[src/rtl/nca_defines.svh]
// Constants of the NAND column address host controller
`ifndef NCA_DEFINES_SVH
`define NCA_DEFINES_SVH
// Software register offsets (byte addresses)
`define NCA_REG_CTRL 8'h00
`define NCA_REG_COL 8'h04
`define NCA_REG_ROW 8'h08
`define NCA_REG_DATA 8'h0C
`define NCA_REG_DREQ 8'h10
`define NCA_REG_STAT 8'h14
`define NCA_REG_ORIG 8'h18
// Control register fields
`define NCA_CTRL_MULTI 2
`define NCA_CTRL_PROG 3
// Status register fields
`define NCA_STAT_ERR 4
// Row address bit positions of die and plane select
`define NCA_DIE_BIT 18
`define NCA_PLANE_BIT 6
// Flash opcodes
`define NCA_OPC_RD1 8'h05
`define NCA_OPC_RD2 8'h06
`define NCA_OPC_IN 8'h85
`define NCA_OPC_CONF 8'hE0
`define NCA_OPC_SEL 8'h78
// Timing: clock period and waits in ns
`define NCA_CLK_NS 25
`define NCA_T_WHR_NS 100
`define NCA_T_ADL_NS 100
`define NCA_WHR_CYC ((`NCA_T_WHR_NS + `NCA_CLK_NS - 1) / `NCA_CLK_NS)
`define NCA_ADL_CYC ((`NCA_T_ADL_NS + `NCA_CLK_NS - 1) / `NCA_CLK_NS)
// Bus cycle phases: strobe low and high lengths in clocks
`define NCA_PH_LOW 2
`define NCA_PH_HIGH 2
`endif

[src/rtl/nca_pkg.sv]
// Types of the NAND column address host controller
package nca_pkg;
  // Column operation selected by software
  typedef enum logic [1:0] {
    OP_RD05 = 2'b00,
    OP_RD06 = 2'b01,
    OP_IN2  = 2'b10,
    OP_IN5  = 2'b11
  } nca_op_e;
  // Kind of one flash bus cycle
  typedef enum logic [1:0] {
    CK_CMD  = 2'b00,
    CK_ADR  = 2'b01,
    CK_DIN  = 2'b10,
    CK_DOUT = 2'b11
  } nca_kind_e;
  // Sequencer states
  typedef enum logic [2:0] {
    S_IDLE = 3'b000,
    S_SEL  = 3'b001,
    S_SROW = 3'b010,
    S_OPC  = 3'b011,
    S_COL  = 3'b100,
    S_ROW  = 3'b101,
    S_CONF = 3'b110,
    S_DATA = 3'b111
  } nca_st_e;
  // Flash pins driven by the host
  typedef struct packed {
    logic       cle;
    logic       ale;
    logic       we_n;
    logic       re_n;
    logic       io_oe;
    logic [7:0] io_o;
  } nca_pin_s;
endpackage : nca_pkg

[src/rtl/nca_tmr.sv]
// Down counter for host wait intervals
`timescale 1ns/100ps
`default_nettype none
module nca_tmr #(
  parameter int W = 8
) (
  input  wire logic         mclk,
  input  wire logic         rst,
  input  wire logic         load,
  input  wire logic [W-1:0] val,
  output logic              done
);
  import nca_pkg::*;
  logic [W-1:0] cnt_r;   // Cycles left
  logic [W-1:0] cnt_nxt; // Next count

  // Load or count down to zero
  always_comb begin
    cnt_nxt = cnt_r;
    if (load) begin
      cnt_nxt = val;
    end else if (cnt_r != '0) begin
      cnt_nxt = cnt_r - 1'b1;
    end
  end

  // Register the count
  always_ff @(posedge mclk) begin
    if (rst) begin
      cnt_r <= '0;
    end else begin
      cnt_r <= cnt_nxt;
    end
  end

  assign done = (cnt_r == '0); // Wait elapsed
endmodule : nca_tmr
`default_nettype wire

[src/rtl/nca_cyc.sv]
// One flash bus cycle: command, address, data in or data out
`timescale 1ns/100ps
`default_nettype none
`include "nca_defines.svh"
module nca_cyc (
  input  wire logic                mclk,
  input  wire logic                rst,
  input  wire logic                start,
  input  wire nca_pkg::nca_kind_e  kind,
  input  wire logic [7:0]          wbyte,
  input  wire logic [7:0]          io_i,
  output nca_pkg::nca_pin_s        pin,
  output logic                     busy,
  output logic                     done,
  output logic [7:0]               rbyte
);
  import nca_pkg::*;
  localparam logic [2:0] PH_LAST = 3'(`NCA_PH_LOW + `NCA_PH_HIGH);
  localparam logic [2:0] PH_LOW  = 3'(`NCA_PH_LOW);
  nca_pin_s   pin_r,   pin_nxt;   // Pin flops
  logic       busy_r,  busy_nxt;  // Cycle in progress
  logic [2:0] ph_r,    ph_nxt;    // Phase counter
  nca_kind_e  kind_r,  kind_nxt;  // Kind held for the cycle
  logic [7:0] rbyte_r, rbyte_nxt; // Captured read byte

  // Phase sequencing: setup, strobe low, strobe high
  always_comb begin
    busy_nxt  = busy_r;
    ph_nxt    = ph_r;
    kind_nxt  = kind_r;
    rbyte_nxt = rbyte_r;
    pin_nxt   = pin_r;
    if (!busy_r && start) begin
      busy_nxt     = 1'b1;
      ph_nxt       = 3'h0;
      kind_nxt     = kind;
      pin_nxt.io_o = wbyte;
    end else if (busy_r) begin
      ph_nxt = ph_r + 3'h1;
      // Sample read data at the end of the low phase
      if (ph_r == PH_LOW && kind_r == CK_DOUT) begin
        rbyte_nxt = io_i;
      end
      if (ph_r == PH_LAST) begin
        busy_nxt = 1'b0;
      end
    end
    // Pin levels follow the next phase
    pin_nxt.cle   = busy_nxt && kind_nxt == CK_CMD;
    pin_nxt.ale   = busy_nxt && kind_nxt == CK_ADR;
    pin_nxt.io_oe = busy_nxt && kind_nxt != CK_DOUT;
    pin_nxt.we_n  = !(busy_nxt && kind_nxt != CK_DOUT && ph_nxt != 3'h0 && ph_nxt <= PH_LOW);
    pin_nxt.re_n  = !(busy_nxt && kind_nxt == CK_DOUT && ph_nxt != 3'h0 && ph_nxt <= PH_LOW);
  end

  // Register the cycle state and pins
  always_ff @(posedge mclk) begin
    if (rst) begin
      busy_r  <= 1'b0;
      ph_r    <= 3'h0;
      kind_r  <= CK_CMD;
      rbyte_r <= 8'h00;
      pin_r   <= '{cle: 1'b0, ale: 1'b0, we_n: 1'b1, re_n: 1'b1, io_oe: 1'b0, io_o: 8'h00};
    end else begin
      busy_r  <= busy_nxt;
      ph_r    <= ph_nxt;
      kind_r  <= kind_nxt;
      rbyte_r <= rbyte_nxt;
      pin_r   <= pin_nxt;
    end
  end

  assign pin   = pin_r;
  assign busy  = busy_r;
  assign done  = busy_r && ph_r == PH_LAST; // Last clock of the cycle
  assign rbyte = rbyte_r;

  // Write strobe stays low exactly two clocks
  property p_we_width;
    @(posedge mclk) disable iff (rst)
      $fell(pin_r.we_n) |-> ##1 !pin_r.we_n ##1 pin_r.we_n;
  endproperty
  a_we_width: assert property (p_we_width) else $error("write strobe width wrong");
endmodule : nca_cyc
`default_nettype wire

[src/rtl/nca_host.sv]
// Host sequencer for NAND column address operations
//
// The plain strobed port and the placing of the registers are this design's own decisions.
`timescale 1ns/100ps
`default_nettype none
`include "nca_defines.svh"
module nca_host (
  input  wire logic         mclk,
  input  wire logic         rst,
  input  wire logic [7:0]   sw_addr,
  input  wire logic [31:0]  sw_wdata,
  input  wire logic         sw_wr,
  input  wire logic         sw_rd,
  output logic [31:0]       sw_rdata,
  input  wire logic         rb_n,
  input  wire logic [7:0]   io_i,
  output nca_pkg::nca_pin_s pin,
  output logic              ce_n
);
  import nca_pkg::*;

  // Software register state
  nca_op_e     op_r,    op_nxt;    // Selected operation
  logic        multi_r, multi_nxt; // Target has several dies
  logic        prog_r,  prog_nxt;  // Program sequence open
  logic [15:0] col_r,   col_nxt;   // Column address
  logic [23:0] row_r,   row_nxt;   // Row address
  logic [23:0] orig_r,  orig_nxt;  // Original program row
  logic [7:0]  wdat_r,  wdat_nxt;  // Byte to write
  logic [31:0] rdat_r,  rdat_nxt;  // Read data flop
  logic        rb_q_r;             // All dies ready, sampled
  // Sequencer state
  nca_st_e     st_r,    st_nxt;    // Sequencer state
  logic [1:0]  idx_r,   idx_nxt;   // Address cycle index
  logic        fired_r, fired_nxt; // Cycle launched for state
  logic        omode_r, omode_nxt; // Data output mode
  logic        imode_r, imode_nxt; // Data input mode
  logic        err_r,   err_nxt;   // Sticky refusal flag
  logic        sel_r,   sel_nxt;   // 78h sent this sequence
  logic        dir_r,   dir_nxt;   // Data cycle is a read
  logic [7:0]  rbuf_r,  rbuf_nxt;  // Last byte read
  logic        ce_n_r,  ce_n_nxt;  // Chip enable flop
  // Strobe decodes
  logic        go;                 // Control write
  logic        dw_req;             // Data write request
  logic        dr_req;             // Data read request
  logic        clr_err;            // Error clear request
  nca_op_e     go_op;              // Operation being written
  logic        go_prog;            // Program open bit being written
  logic        mism;               // Die or plane mismatch
  // Engine and timer links
  logic        e_start, e_busy, e_done;
  nca_kind_e   e_kind;
  logic [7:0]  e_byte, e_rbyte;
  logic        t_ld, t_done;
  logic [7:0]  t_val;

  // Decoding of software strobes
  function automatic logic hit(input logic [7:0] a, input logic [7:0] off, input logic s);
    hit = s && (a == off);
  endfunction : hit

  assign go      = hit(sw_addr, `NCA_REG_CTRL, sw_wr);
  assign dw_req  = hit(sw_addr, `NCA_REG_DATA, sw_wr);
  assign dr_req  = hit(sw_addr, `NCA_REG_DREQ, sw_wr);
  assign clr_err = hit(sw_addr, `NCA_REG_STAT, sw_wr) && sw_wdata[`NCA_STAT_ERR];
  assign go_op   = nca_op_e'(sw_wdata[1:0]);
  assign go_prog = sw_wdata[`NCA_CTRL_PROG];
  // Inserted destination must keep die and plane
  assign mism = (row_r[`NCA_DIE_BIT] != orig_r[`NCA_DIE_BIT]) ||
                (row_r[`NCA_PLANE_BIT] != orig_r[`NCA_PLANE_BIT]);

  // Register writes and read data mux
  always_comb begin
    op_nxt    = op_r;
    multi_nxt = multi_r;
    prog_nxt  = prog_r;
    col_nxt   = col_r;
    row_nxt   = row_r;
    orig_nxt  = orig_r;
    wdat_nxt  = wdat_r;
    rdat_nxt  = 32'h0000_0000;
    if (sw_wr) begin
      case (sw_addr)
        `NCA_REG_CTRL: begin
          op_nxt    = (st_r == S_IDLE) ? go_op : op_r; // Held while a sequence runs
          multi_nxt = (st_r == S_IDLE) ? sw_wdata[`NCA_CTRL_MULTI] : multi_r;
          prog_nxt  = (st_r == S_IDLE) ? go_prog : prog_r;
        end
        `NCA_REG_COL:  col_nxt  = sw_wdata[15:0];  // Any cache byte
        `NCA_REG_ROW:  row_nxt  = sw_wdata[23:0];
        `NCA_REG_ORIG: orig_nxt = sw_wdata[23:0];
        `NCA_REG_DATA: wdat_nxt = sw_wdata[7:0];
        default: ;
      endcase
    end
    if (sw_rd) begin
      case (sw_addr)
        `NCA_REG_CTRL: rdat_nxt = {28'h0000000, prog_r, multi_r, op_r};
        `NCA_REG_COL:  rdat_nxt = {16'h0000, col_r};
        `NCA_REG_ROW:  rdat_nxt = {8'h00, row_r};
        `NCA_REG_ORIG: rdat_nxt = {8'h00, orig_r};
        `NCA_REG_DATA: rdat_nxt = {24'h000000, rbuf_r};
        `NCA_REG_STAT: rdat_nxt = {26'h0000000, rb_q_r, err_r, t_done, imode_r, omode_r, st_r != S_IDLE};
        default:       rdat_nxt = 32'h0000_0000; // Unmapped reads zero
      endcase
    end
  end

  // Register file flops
  always_ff @(posedge mclk) begin
    if (rst) begin
      op_r    <= OP_RD05;
      multi_r <= 1'b0;
      prog_r  <= 1'b0;
      col_r   <= 16'h0000;
      row_r   <= 24'h000000;
      orig_r  <= 24'h000000;
      wdat_r  <= 8'h00;
      rdat_r  <= 32'h0000_0000;
      rb_q_r  <= 1'b0;
    end else begin
      op_r    <= op_nxt;
      multi_r <= multi_nxt;
      prog_r  <= prog_nxt;
      col_r   <= col_nxt;
      row_r   <= row_nxt;
      orig_r  <= orig_nxt;
      wdat_r  <= wdat_nxt;
      rdat_r  <= rdat_nxt;
      rb_q_r  <= rb_n;
    end
  end

  // Byte sent in the cycle of each state
  function automatic logic [7:0] cyc_byte(input nca_st_e s, input logic [1:0] i, input nca_op_e o,
                                          input logic [15:0] c, input logic [23:0] r, input logic [7:0] d);
    case (s)
      S_SEL:   cyc_byte = `NCA_OPC_SEL;
      S_SROW,
      S_ROW:   cyc_byte = r[{i, 3'b000} +: 8];
      S_COL:   cyc_byte = c[{i[0], 3'b000} +: 8];
      S_CONF:  cyc_byte = `NCA_OPC_CONF;
      S_DATA:  cyc_byte = d;
      S_OPC: begin
        case (o)
          OP_RD05: cyc_byte = `NCA_OPC_RD1; // Column only
          OP_RD06: cyc_byte = `NCA_OPC_RD2; // Plane switch
          default: cyc_byte = `NCA_OPC_IN;  // Both input forms
        endcase
      end
      default: cyc_byte = 8'h00;
    endcase
  endfunction : cyc_byte

  // Sequencer next state
  always_comb begin
    st_nxt    = st_r;
    idx_nxt   = idx_r;
    fired_nxt = fired_r;
    omode_nxt = omode_r;
    imode_nxt = imode_r;
    err_nxt   = err_r;
    sel_nxt   = sel_r;
    dir_nxt   = dir_r;
    rbuf_nxt  = rbuf_r;
    t_ld      = 1'b0;
    t_val     = 8'(`NCA_WHR_CYC);
    e_start   = 1'b0;
    e_kind    = CK_CMD;
    e_byte    = cyc_byte(st_r, idx_r, op_r, col_r, row_r, wdat_r);
    if (clr_err) begin
      err_nxt = 1'b0;
    end
    case (st_r)
      S_IDLE: begin
        if (go) begin
          // Any new command ends the present data mode
          omode_nxt = 1'b0;
          imode_nxt = 1'b0;
          sel_nxt   = 1'b0;
          idx_nxt   = 2'd0;
          if (go_op[1] && !go_prog) begin
            err_nxt = 1'b1; // No open program
          end else if (go_op == OP_IN5 && mism) begin
            err_nxt = 1'b1; // Refused
          end else if ((go_op == OP_RD05 && sw_wdata[`NCA_CTRL_MULTI]) ||
                       (go_op == OP_RD06 && !rb_q_r)) begin
            st_nxt = S_SEL; // Select one die first
          end else begin
            st_nxt = S_OPC; // Single-die 05h, 06h with all ready, or input: no select needed
          end
        end else if (dw_req) begin
          if (imode_r && t_done) begin
            st_nxt  = S_DATA; // Patch cache bytes
            dir_nxt = 1'b0;
          end else begin
            err_nxt = 1'b1;
          end
        end else if (dr_req) begin
          if (omode_r && t_done) begin
            st_nxt  = S_DATA; // Read only after the wait
            dir_nxt = 1'b1;
          end else begin
            err_nxt = 1'b1;
          end
        end
      end
      S_SEL: begin
        if (e_done) begin
          st_nxt  = S_SROW;
          idx_nxt = 2'd0;
          sel_nxt = 1'b1;
        end
      end
      S_SROW: begin
        e_kind = CK_ADR;
        if (e_done) begin
          idx_nxt = idx_r + 2'd1;
          if (idx_r == 2'd2) begin
            st_nxt  = S_OPC;
            idx_nxt = 2'd0;
          end
        end
      end
      S_OPC: begin
        if (e_done) begin
          st_nxt = S_COL;
        end
      end
      S_COL: begin
        e_kind = CK_ADR;
        if (e_done) begin
          idx_nxt = idx_r + 2'd1;
          if (idx_r == 2'd1) begin
            idx_nxt = 2'd0;
            case (op_r)
              OP_RD05: st_nxt = S_CONF;
              OP_IN2: begin
                // Two cycles keep the destination
                st_nxt    = S_IDLE;
                imode_nxt = 1'b1;
                t_ld      = 1'b1;
                t_val     = 8'(`NCA_ADL_CYC);
              end
              default: st_nxt = S_ROW;
            endcase
          end
        end
      end
      S_ROW: begin
        e_kind = CK_ADR;
        if (e_done) begin
          idx_nxt = idx_r + 2'd1;
          if (idx_r == 2'd2) begin
            idx_nxt = 2'd0;
            if (op_r == OP_IN5) begin
              // Fifth cycle moves the destination
              st_nxt    = S_IDLE;
              imode_nxt = 1'b1;
              t_ld      = 1'b1;
              t_val     = 8'(`NCA_ADL_CYC);
            end else begin
              st_nxt = S_CONF;
            end
          end
        end
      end
      S_CONF: begin
        if (e_done) begin
          // Output mode from the addressed column
          st_nxt    = S_IDLE;
          omode_nxt = 1'b1;
          t_ld      = 1'b1;
          t_val     = 8'(`NCA_WHR_CYC);
        end
      end
      S_DATA: begin
        e_kind = dir_r ? CK_DOUT : CK_DIN;
        if (e_done) begin
          st_nxt = S_IDLE;
          if (dir_r) begin
            rbuf_nxt = e_rbyte;
          end
        end
      end
      default: st_nxt = S_IDLE;
    endcase
    // Requests while busy are refused; set wins over clear
    if (st_r != S_IDLE && (go || dw_req || dr_req)) begin
      err_nxt = 1'b1;
    end
    // One bus cycle at a time; address states launch one per index
    if (st_r != S_IDLE && !e_busy && !fired_r) begin
      e_start   = 1'b1;
      fired_nxt = 1'b1;
    end
    if (e_done) begin
      fired_nxt = 1'b0;
    end
    ce_n_nxt = !(st_nxt != S_IDLE || omode_nxt || imode_nxt);
  end

  // Sequencer flops
  always_ff @(posedge mclk) begin
    if (rst) begin
      st_r    <= S_IDLE;
      idx_r   <= 2'd0;
      fired_r <= 1'b0;
      omode_r <= 1'b0;
      imode_r <= 1'b0;
      err_r   <= 1'b0;
      sel_r   <= 1'b0;
      dir_r   <= 1'b0;
      rbuf_r  <= 8'h00;
      ce_n_r  <= 1'b1;
    end else begin
      st_r    <= st_nxt;
      idx_r   <= idx_nxt;
      fired_r <= fired_nxt;
      omode_r <= omode_nxt;
      imode_r <= imode_nxt;
      err_r   <= err_nxt;
      sel_r   <= sel_nxt;
      dir_r   <= dir_nxt;
      rbuf_r  <= rbuf_nxt;
      ce_n_r  <= ce_n_nxt;
    end
  end

  // Bus cycle engine
  nca_cyc u_cyc (
    .mclk  (mclk),
    .rst   (rst),
    .start (e_start),
    .kind  (e_kind),
    .wbyte (e_byte),
    .io_i  (io_i),
    .pin   (pin),
    .busy  (e_busy),
    .done  (e_done),
    .rbyte (e_rbyte)
  );

  // Wait interval timer
  nca_tmr #(.W(8)) u_tmr (
    .mclk (mclk),
    .rst  (rst),
    .load (t_ld),
    .val  (t_val),
    .done (t_done)
  );

  assign sw_rdata = rdat_r;
  assign ce_n     = ce_n_r;

  property p_whr;
    @(posedge mclk) disable iff (rst)
      (e_start && st_r == S_DATA && dir_r) |-> (omode_r && t_done);
  endproperty
  a_whr: assert property (p_whr) else $error("read before wait");
  property p_adl;
    @(posedge mclk) disable iff (rst)
      (e_start && st_r == S_DATA && !dir_r) |-> (imode_r && t_done);
  endproperty
  a_adl: assert property (p_adl) else $error("write before wait");
  property p_conf;
    @(posedge mclk) disable iff (rst)
      (st_r == S_CONF && e_done) |=> (omode_r && !t_done && st_r == S_IDLE && !ce_n);
  endproperty
  a_conf: assert property (p_conf) else $error("no output mode");
  property p_sel06;
    @(posedge mclk) disable iff (rst)
      (e_start && st_r == S_OPC && op_r == OP_RD06) |-> (rb_q_r || sel_r);
  endproperty
  a_sel06: assert property (p_sel06) else $error("06h without select");
  property p_sel05;
    @(posedge mclk) disable iff (rst)
      (e_start && st_r == S_OPC && op_r == OP_RD05 && multi_r) |-> sel_r;
  endproperty
  a_sel05: assert property (p_sel05) else $error("05h without select");
  property p_prog;
    @(posedge mclk) disable iff (rst)
      (go && st_r == S_IDLE && go_op[1] && !go_prog) |=> (err_r && st_r == S_IDLE) ##1 (st_r == S_IDLE);
  endproperty
  a_prog: assert property (p_prog) else $error("input outside program");
  property p_die;
    @(posedge mclk) disable iff (rst)
      (go && st_r == S_IDLE && go_op == OP_IN5 && go_prog && mism) |=> (err_r && st_r == S_IDLE);
  endproperty
  a_die: assert property (p_die) else $error("die or plane mismatch");
  property p_in5;
    @(posedge mclk) disable iff (rst)
      (st_r == S_ROW && e_done && idx_r == 2'd2 && op_r == OP_IN5) |=> (imode_r && !omode_r && !t_done);
  endproperty
  a_in5: assert property (p_in5) else $error("no input mode after row");
endmodule : nca_host
`default_nettype wire

[config.mk]
export PLATFORM = sky130hd
export DESIGN_NAME = nca_host
export DESIGN_NICKNAME = d
export VERILOG_FILES = /design/src/rtl/nca_pkg.sv /design/src/rtl/nca_tmr.sv /design/src/rtl/nca_cyc.sv /design/src/rtl/nca_host.sv
export VERILOG_INCLUDE_DIRS = /design/src /design/src/rtl
export SDC_FILE = /design/constraint.sdc
export NUM_CORES = 1
export LEC_CHECK = 0
export BUFFER_PORTS_ARGS = -buffer_cell sky130_fd_sc_hd__buf_4
export CAP_MARGIN = 25
export CELL_PAD_IN_SITES_DETAIL_PLACEMENT = 1
export CELL_PAD_IN_SITES_GLOBAL_PLACEMENT = 1
export CORE_UTILIZATION = 32
export CTS_CLUSTER_DIAMETER = 200
export DETAILED_ROUTE_END_ITERATION = 10
export PLACE_DENSITY_LB_ADDON = 0.1
export SLEW_MARGIN = 30
export SYNTH_ARGS = -nofsm -noshare
export SYNTH_HDL_FRONTEND = slang
export SYNTH_SLANG_ARGS = --single-unit
[constraint.sdc]
create_clock -name mclk -period 2.5 [get_ports mclk]
set_input_delay 0.5 -clock mclk [delete_from_list [all_inputs] [get_ports mclk]]
set_output_delay 0.5 -clock mclk [all_outputs]
set_load 0.01 [all_outputs]
# Word level (Yosys, flattened, before mapping)
# Cells that the tools add are included.
# W data, S select, Z words.
# classes
reduce_logical	67
n_mux	74
n_lt_le_gt_ge	1
shift	2
n_addsub	3
bitwise	3
eq_ne	33
# ops
op	n
$pmux W24 S6	1
$mux W3	21
$pmux W8 S6	1
$mux W1	35
$logic_and A1 B1 Y1	25
$eq A8 B5 Y1 const B	3
$shiftx A24 B6 Y8	1
$pmux W3 S7	1
$eq A8 B4 Y1 const B	2
$logic_not A8 Y1	2
$mux W2	8
$pmux W8 S2	1
$shiftx A16 B5 Y8	1
$eq A3 B3 Y1 const B	5
$eq A2 B2 Y1 const B	6
$reduce_and A5 Y1	2
$reduce_or A2 Y1	5
$eq A3 B2 Y1 const B	3
$reduce_and A3 Y1	3
$reduce_bool A3 Y1	3
$eq A2 B1 Y1 const B	4
$eq A8 B3 Y1 const B	1
$ne A2 B2 Y1 const B	4
$pmux W2 S4	1
21 further kinds	44
# totals
regBits	163
output_inout_bits	46
input_bits	53
wordCells	213

# Longest topological paths before layout
# logic_depth
depth_word	12
depth_mapped	8
mapped_depth_nobuf	7

# Cells and area by module
# From an unflattened synthesis, not the netlist that was laid out.
# hier_totals
hier_cells	886
hier_area_um2	7140.6
# modules_own_cells
mod	seq_area_each_um2	instances	cells_each	area_each_um2
nca_host	2402.3	1	708	5500.3
nca_cyc	540.5	1	125	1164.9
nca_tmr	160.2	1	53	475.5

# Least setup slack after synthesis
# Ideal clock, no wire load.
# synth_timing
kind	input-to-reg
startpoint	in sw_addr[5]
endpoint	reg ce_n_r, in the netlist ce_n
arrival_time_ns	1.891
t_required_ns	2.385
path_buffers	1
setup_ns	0.115
cell_stages	6
path_slack_ns	0.493
cell_sequence	nor3_1 -> buf_2 -> nand4_1 -> a2111o_1 -> and4b_1 -> a31o_1
# synth_via
elab_chain_cells	10
elab_cells_between_ends	18
classes_between	2 x eq/ne; 8 x mux; 8 x reduce/logical
# synth_lines
element	line_no	rtl
start, declared	nca_host.sv:10	input wire logic [7:0] sw_addr,
$eq A8 B5 Y1	nca_host.sv:60	hit = s && (a == off);
$logic_and A1 B1 Y1	nca_host.sv:60	
$mux W3	nca_host.sv:200	end else if (dr_req) begin
$mux W3	nca_host.sv:193	end else if (dw_req) begin
$mux W3	nca_host.sv:177	if (go) begin
$pmux W3 S7	nca_host.sv:175	case (st_r)
$reduce_bool A3 Y1	nca_host.sv:301	ce_n_nxt = !(st_nxt != S_IDLE || omode_nxt || imode_nxt);
$logic_or A1 B1 Y1	nca_host.sv:301	
$logic_or A1 B1 Y1 *	nca_host.sv:301	
$logic_not A1 Y1 *	nca_host.sv:301	
end signal, assigned	nca_host.sv:327	ce_n_r <= ce_n_nxt;
end, declared	nca_host.sv:42	logic ce_n_r, ce_n_nxt;
# Mark *: on every way between the ends. The rest lies on a longest branch, timed or not.
# A chain may end at the register's enable or synchronous reset.

# Worst setup path in the final report
# layout_timing
startpoint	reg st_r[2]
endpoint	reg err_r
# layout_via
elab_chain_cells	3
elab_cells_between_ends	5
classes_between	2 x mux; 3 x reduce/logical
# layout_lines
element	line_no	rtl
start, declared	nca_host.sv:33	nca_st_e st_r, st_nxt;
start signal, assigned	nca_host.sv:318	st_r <= st_nxt;
$logic_not A3 Y1 or $reduce_bool A3 Y1 (tied branches)	nca_host.sv:175, nca_host.sv:290	
$mux W1 or $logic_and A1 B1 Y1 (tied branches)	nca_host.sv:175, nca_host.sv:290	
$mux W1 *	nca_host.sv:290	if (st_r != S_IDLE && (go || dw_req || dr_req)) begin
end signal, assigned	nca_host.sv:323	err_r <= err_nxt;
end, declared	nca_host.sv:38	logic err_r, err_nxt;
# Marked as above.

==> out/metrics.csv <==
metric,value,unit
status,finished clean,
avgViaCountPerCell,5.27,
cp-startpoint,st_r[2],
htree_levels,4,
grt.total_usage,21.1,%
die_w,148,um
critPathLaunchType,register,
synth_area_leaders,"dfxtp_1 45%, mux2i_1 8.5%, nand2_1 8.3%",
slew_headroom,37.7,%
fill_cells,2467,
synthDistinctLibCells,62,
multiInputGateArea,3430,um^2
wl,22.2,mm
min_period,2.18,ns
netlist_top_cells_count,"155 x dfxtp_1, 151 x nand2_1, 84 x a21oi_1",
die_h,148,um
pin_count,99,
hold_buffers,0,
postRouteAntennaNets,0,
fin_worst_skew,0.00877,ns
yosys_warnings,0,
crit_required,2.77,ns
reg2regPathDepth,6,
netlist_area,6860,um^2
cts_tree,built,
syn_avg_cell_area,8.42,um^2
numCtsBuffers,17,
hpwl,16.0,mm
gp_congestion,0.831,
ys.flop_type,dfxtp_1,
start_util,32.6,%
clk_latency,0.43,ns
clkTransAtPathRegs,0.06,ns
fin_setup_tns,0,ns
yosys.area.top_type,dfxtp_1,
synth-async-reset-ratio,0,%
utilization,40.0,%
cts_setup_buffers,0,
finalSetupViolCount,0,
drt_iter0_drc,344,
setup.worst_path.end_class,register,
routedWlPerCell,18.9,um
nets,948,
irDropWorstVdd,0.416,mV
final.period_utilization,87.1,%
via_count,6207,
cts_resized,0,
maxSlewViolCount,0,
critical_path.max_fanout,10,
critPathKind,reg2reg,
die_area,22000,um^2
min_delay_path_depth,2,
finalNonFillerCells,1178,
port_buffers,82,
endpoint,err_r,
r2r_start,st_r[2],
hold_path_class,in2reg,
rows,53,
yosysSeqAreaShare,45.3,%
syn2layout_area_growth,22.5,%
worst-r2r-setup-slack,0.32,ns
reg2reg_to,err_r,
maxCapViolations,0,
pwr_density_cell,784,nW/um^2
max_freq,459,MHz
cts_max_path_buffers,2,
finalInstanceArea,8400,um^2
grt_first_pass_wirelength,35.5,mm
yosysTopAreaCellShare,45.3,%
yosysMostFrequentCell,dfxtp_1,
leakagePower,0.00316,uW
synth_cells,814,
placed_area,7840,um^2
seq_area,3100,um^2
worst_pin_slew,0.934,ns
synth-edff-count,0,
drive_gt1_share,17.8,%
clockRootBuffer,clkbuf_16,
grt_overflow_total,0,
ys_ff_latch,155,
core-area,21000,um^2
clock-sinks,155,
diodes,0,
dpl.cell_count,1146,
whs,0.293,ns
first_pass_iters,5,
grt_max_degree,86,
grt_pass1_vias,6379,
hold_viol_final,0,
antenna_found_initial,0,
worstPathArrival,2.45,ns
drc,0,
rsz0062_at_grt,no,
[worst min path at each step]
stage | start | endpoint | slack, ns
floorplan | orig_r[15] | orig_r[15] | 0.44
global placement | orig_r[9] | orig_r[9] | 0.44
detailed placement | orig_r[14] | orig_r[14] | 0.45
CTS | rb_n | rb_q_r | 0.28
global route | io_i[5] | u_cyc.rbyte[5] | 0.30
finish | rb_n | rb_q_r | 0.29
[critical path: stages, from the launching register on]
cell	delay [ns]
dfxtp_1	0.40
buf_4	0.21
nor3_1	0.47
nand4_1	0.41
nor3_1	0.29
a211o_1	0.17
a21oi_1	0.07
[per-layer routing]
| metal | global-route usage (%) | vias up | share of wire, % | routed length [um] |
|---|---|---|---|---|
| met2 | 35.7 | 107 | 49 | 11000 |
| met4 | 5.05 | 0 | 0.88 | 196 |
| met5 | 0 | - | 0 | 0 |
| li1 | - | 2994 | - | - |
| met1 | 27.6 | 3092 | 47 | 10400 |
| met3 | 3.83 | 14 | 2.9 | 645 |
[sequential cells by signal, indices dropped and copies added, names as in the netlist, 3 cells and up]
name,flops
u_cyc.ph_r,3
orig_r,24
u_cyc.rbyte,8
st_r,3
u_cyc.pin,13
rbuf_r,8
wdat_r,8
col_r,16
row_r,24
sw_rdata,24
u_tmr.cnt_r,8
[report_power, final]
part / total, uW / switching (uW) / internal, uW
Clock: 2500 / 1160 / 1350
Combinational: 1270 / 728 / 543
Sequential: 2810 / 164 / 2650
[cell families after synthesis]
family	after synthesis	synth area share [%]
DFF	155	45.3
xor gates and xnor gates	9	1.15
muxes	61	8.96
AOI/OAI and AO/OA	189	17.0
other	1	0.0547
adders and majority gates	5	0.912
and+or+nand+nor	319	21.6
buffers and inverters	75	5.05
[final cells by class]
class | instances | area share (%)
multi-input combinational | 591 | 40.9
sequential | 155 | 36.9
timing repair buffer | 114 | 10.9
clock buffer | 19 | 5.39
tap | 275 | 4.10
clock inverter | 13 | 1.28
inverter | 11 | 0.492
[metrics by stage]
step	setup WS, ns	total power [uW]
after floorplan	0.493	3630
final	0.321	6590
after global routing	0.163	6960
after global placement	0.227	4080
after CTS	0.316	6660
after detailed placement	0.152	4150
[cell usage in the layout, fill, tap and decap left out, types with 4 or more instances in the layout]
master / instances
a211oi_1: 8
a21oi_1: 84
a222oi_1: 4
a22oi_1: 32
a31oi_1: 4
and2_1: 4
and3_1: 8
buf_12: 5
buf_4: 109
clkbuf_16: 17
conb_1: 8
dfxtp_1: 155
ha_1: 5
inv_1: 11
inv_6: 4
mux2i_1: 58
nand2_1: 151
nand3_1: 9
nand4_1: 8
nor2_1: 82
nor2b_1: 9
nor3_1: 18
o21ai_0: 28
o22ai_1: 4
xnor2_1: 7
(Power assumes the default switching activity.)
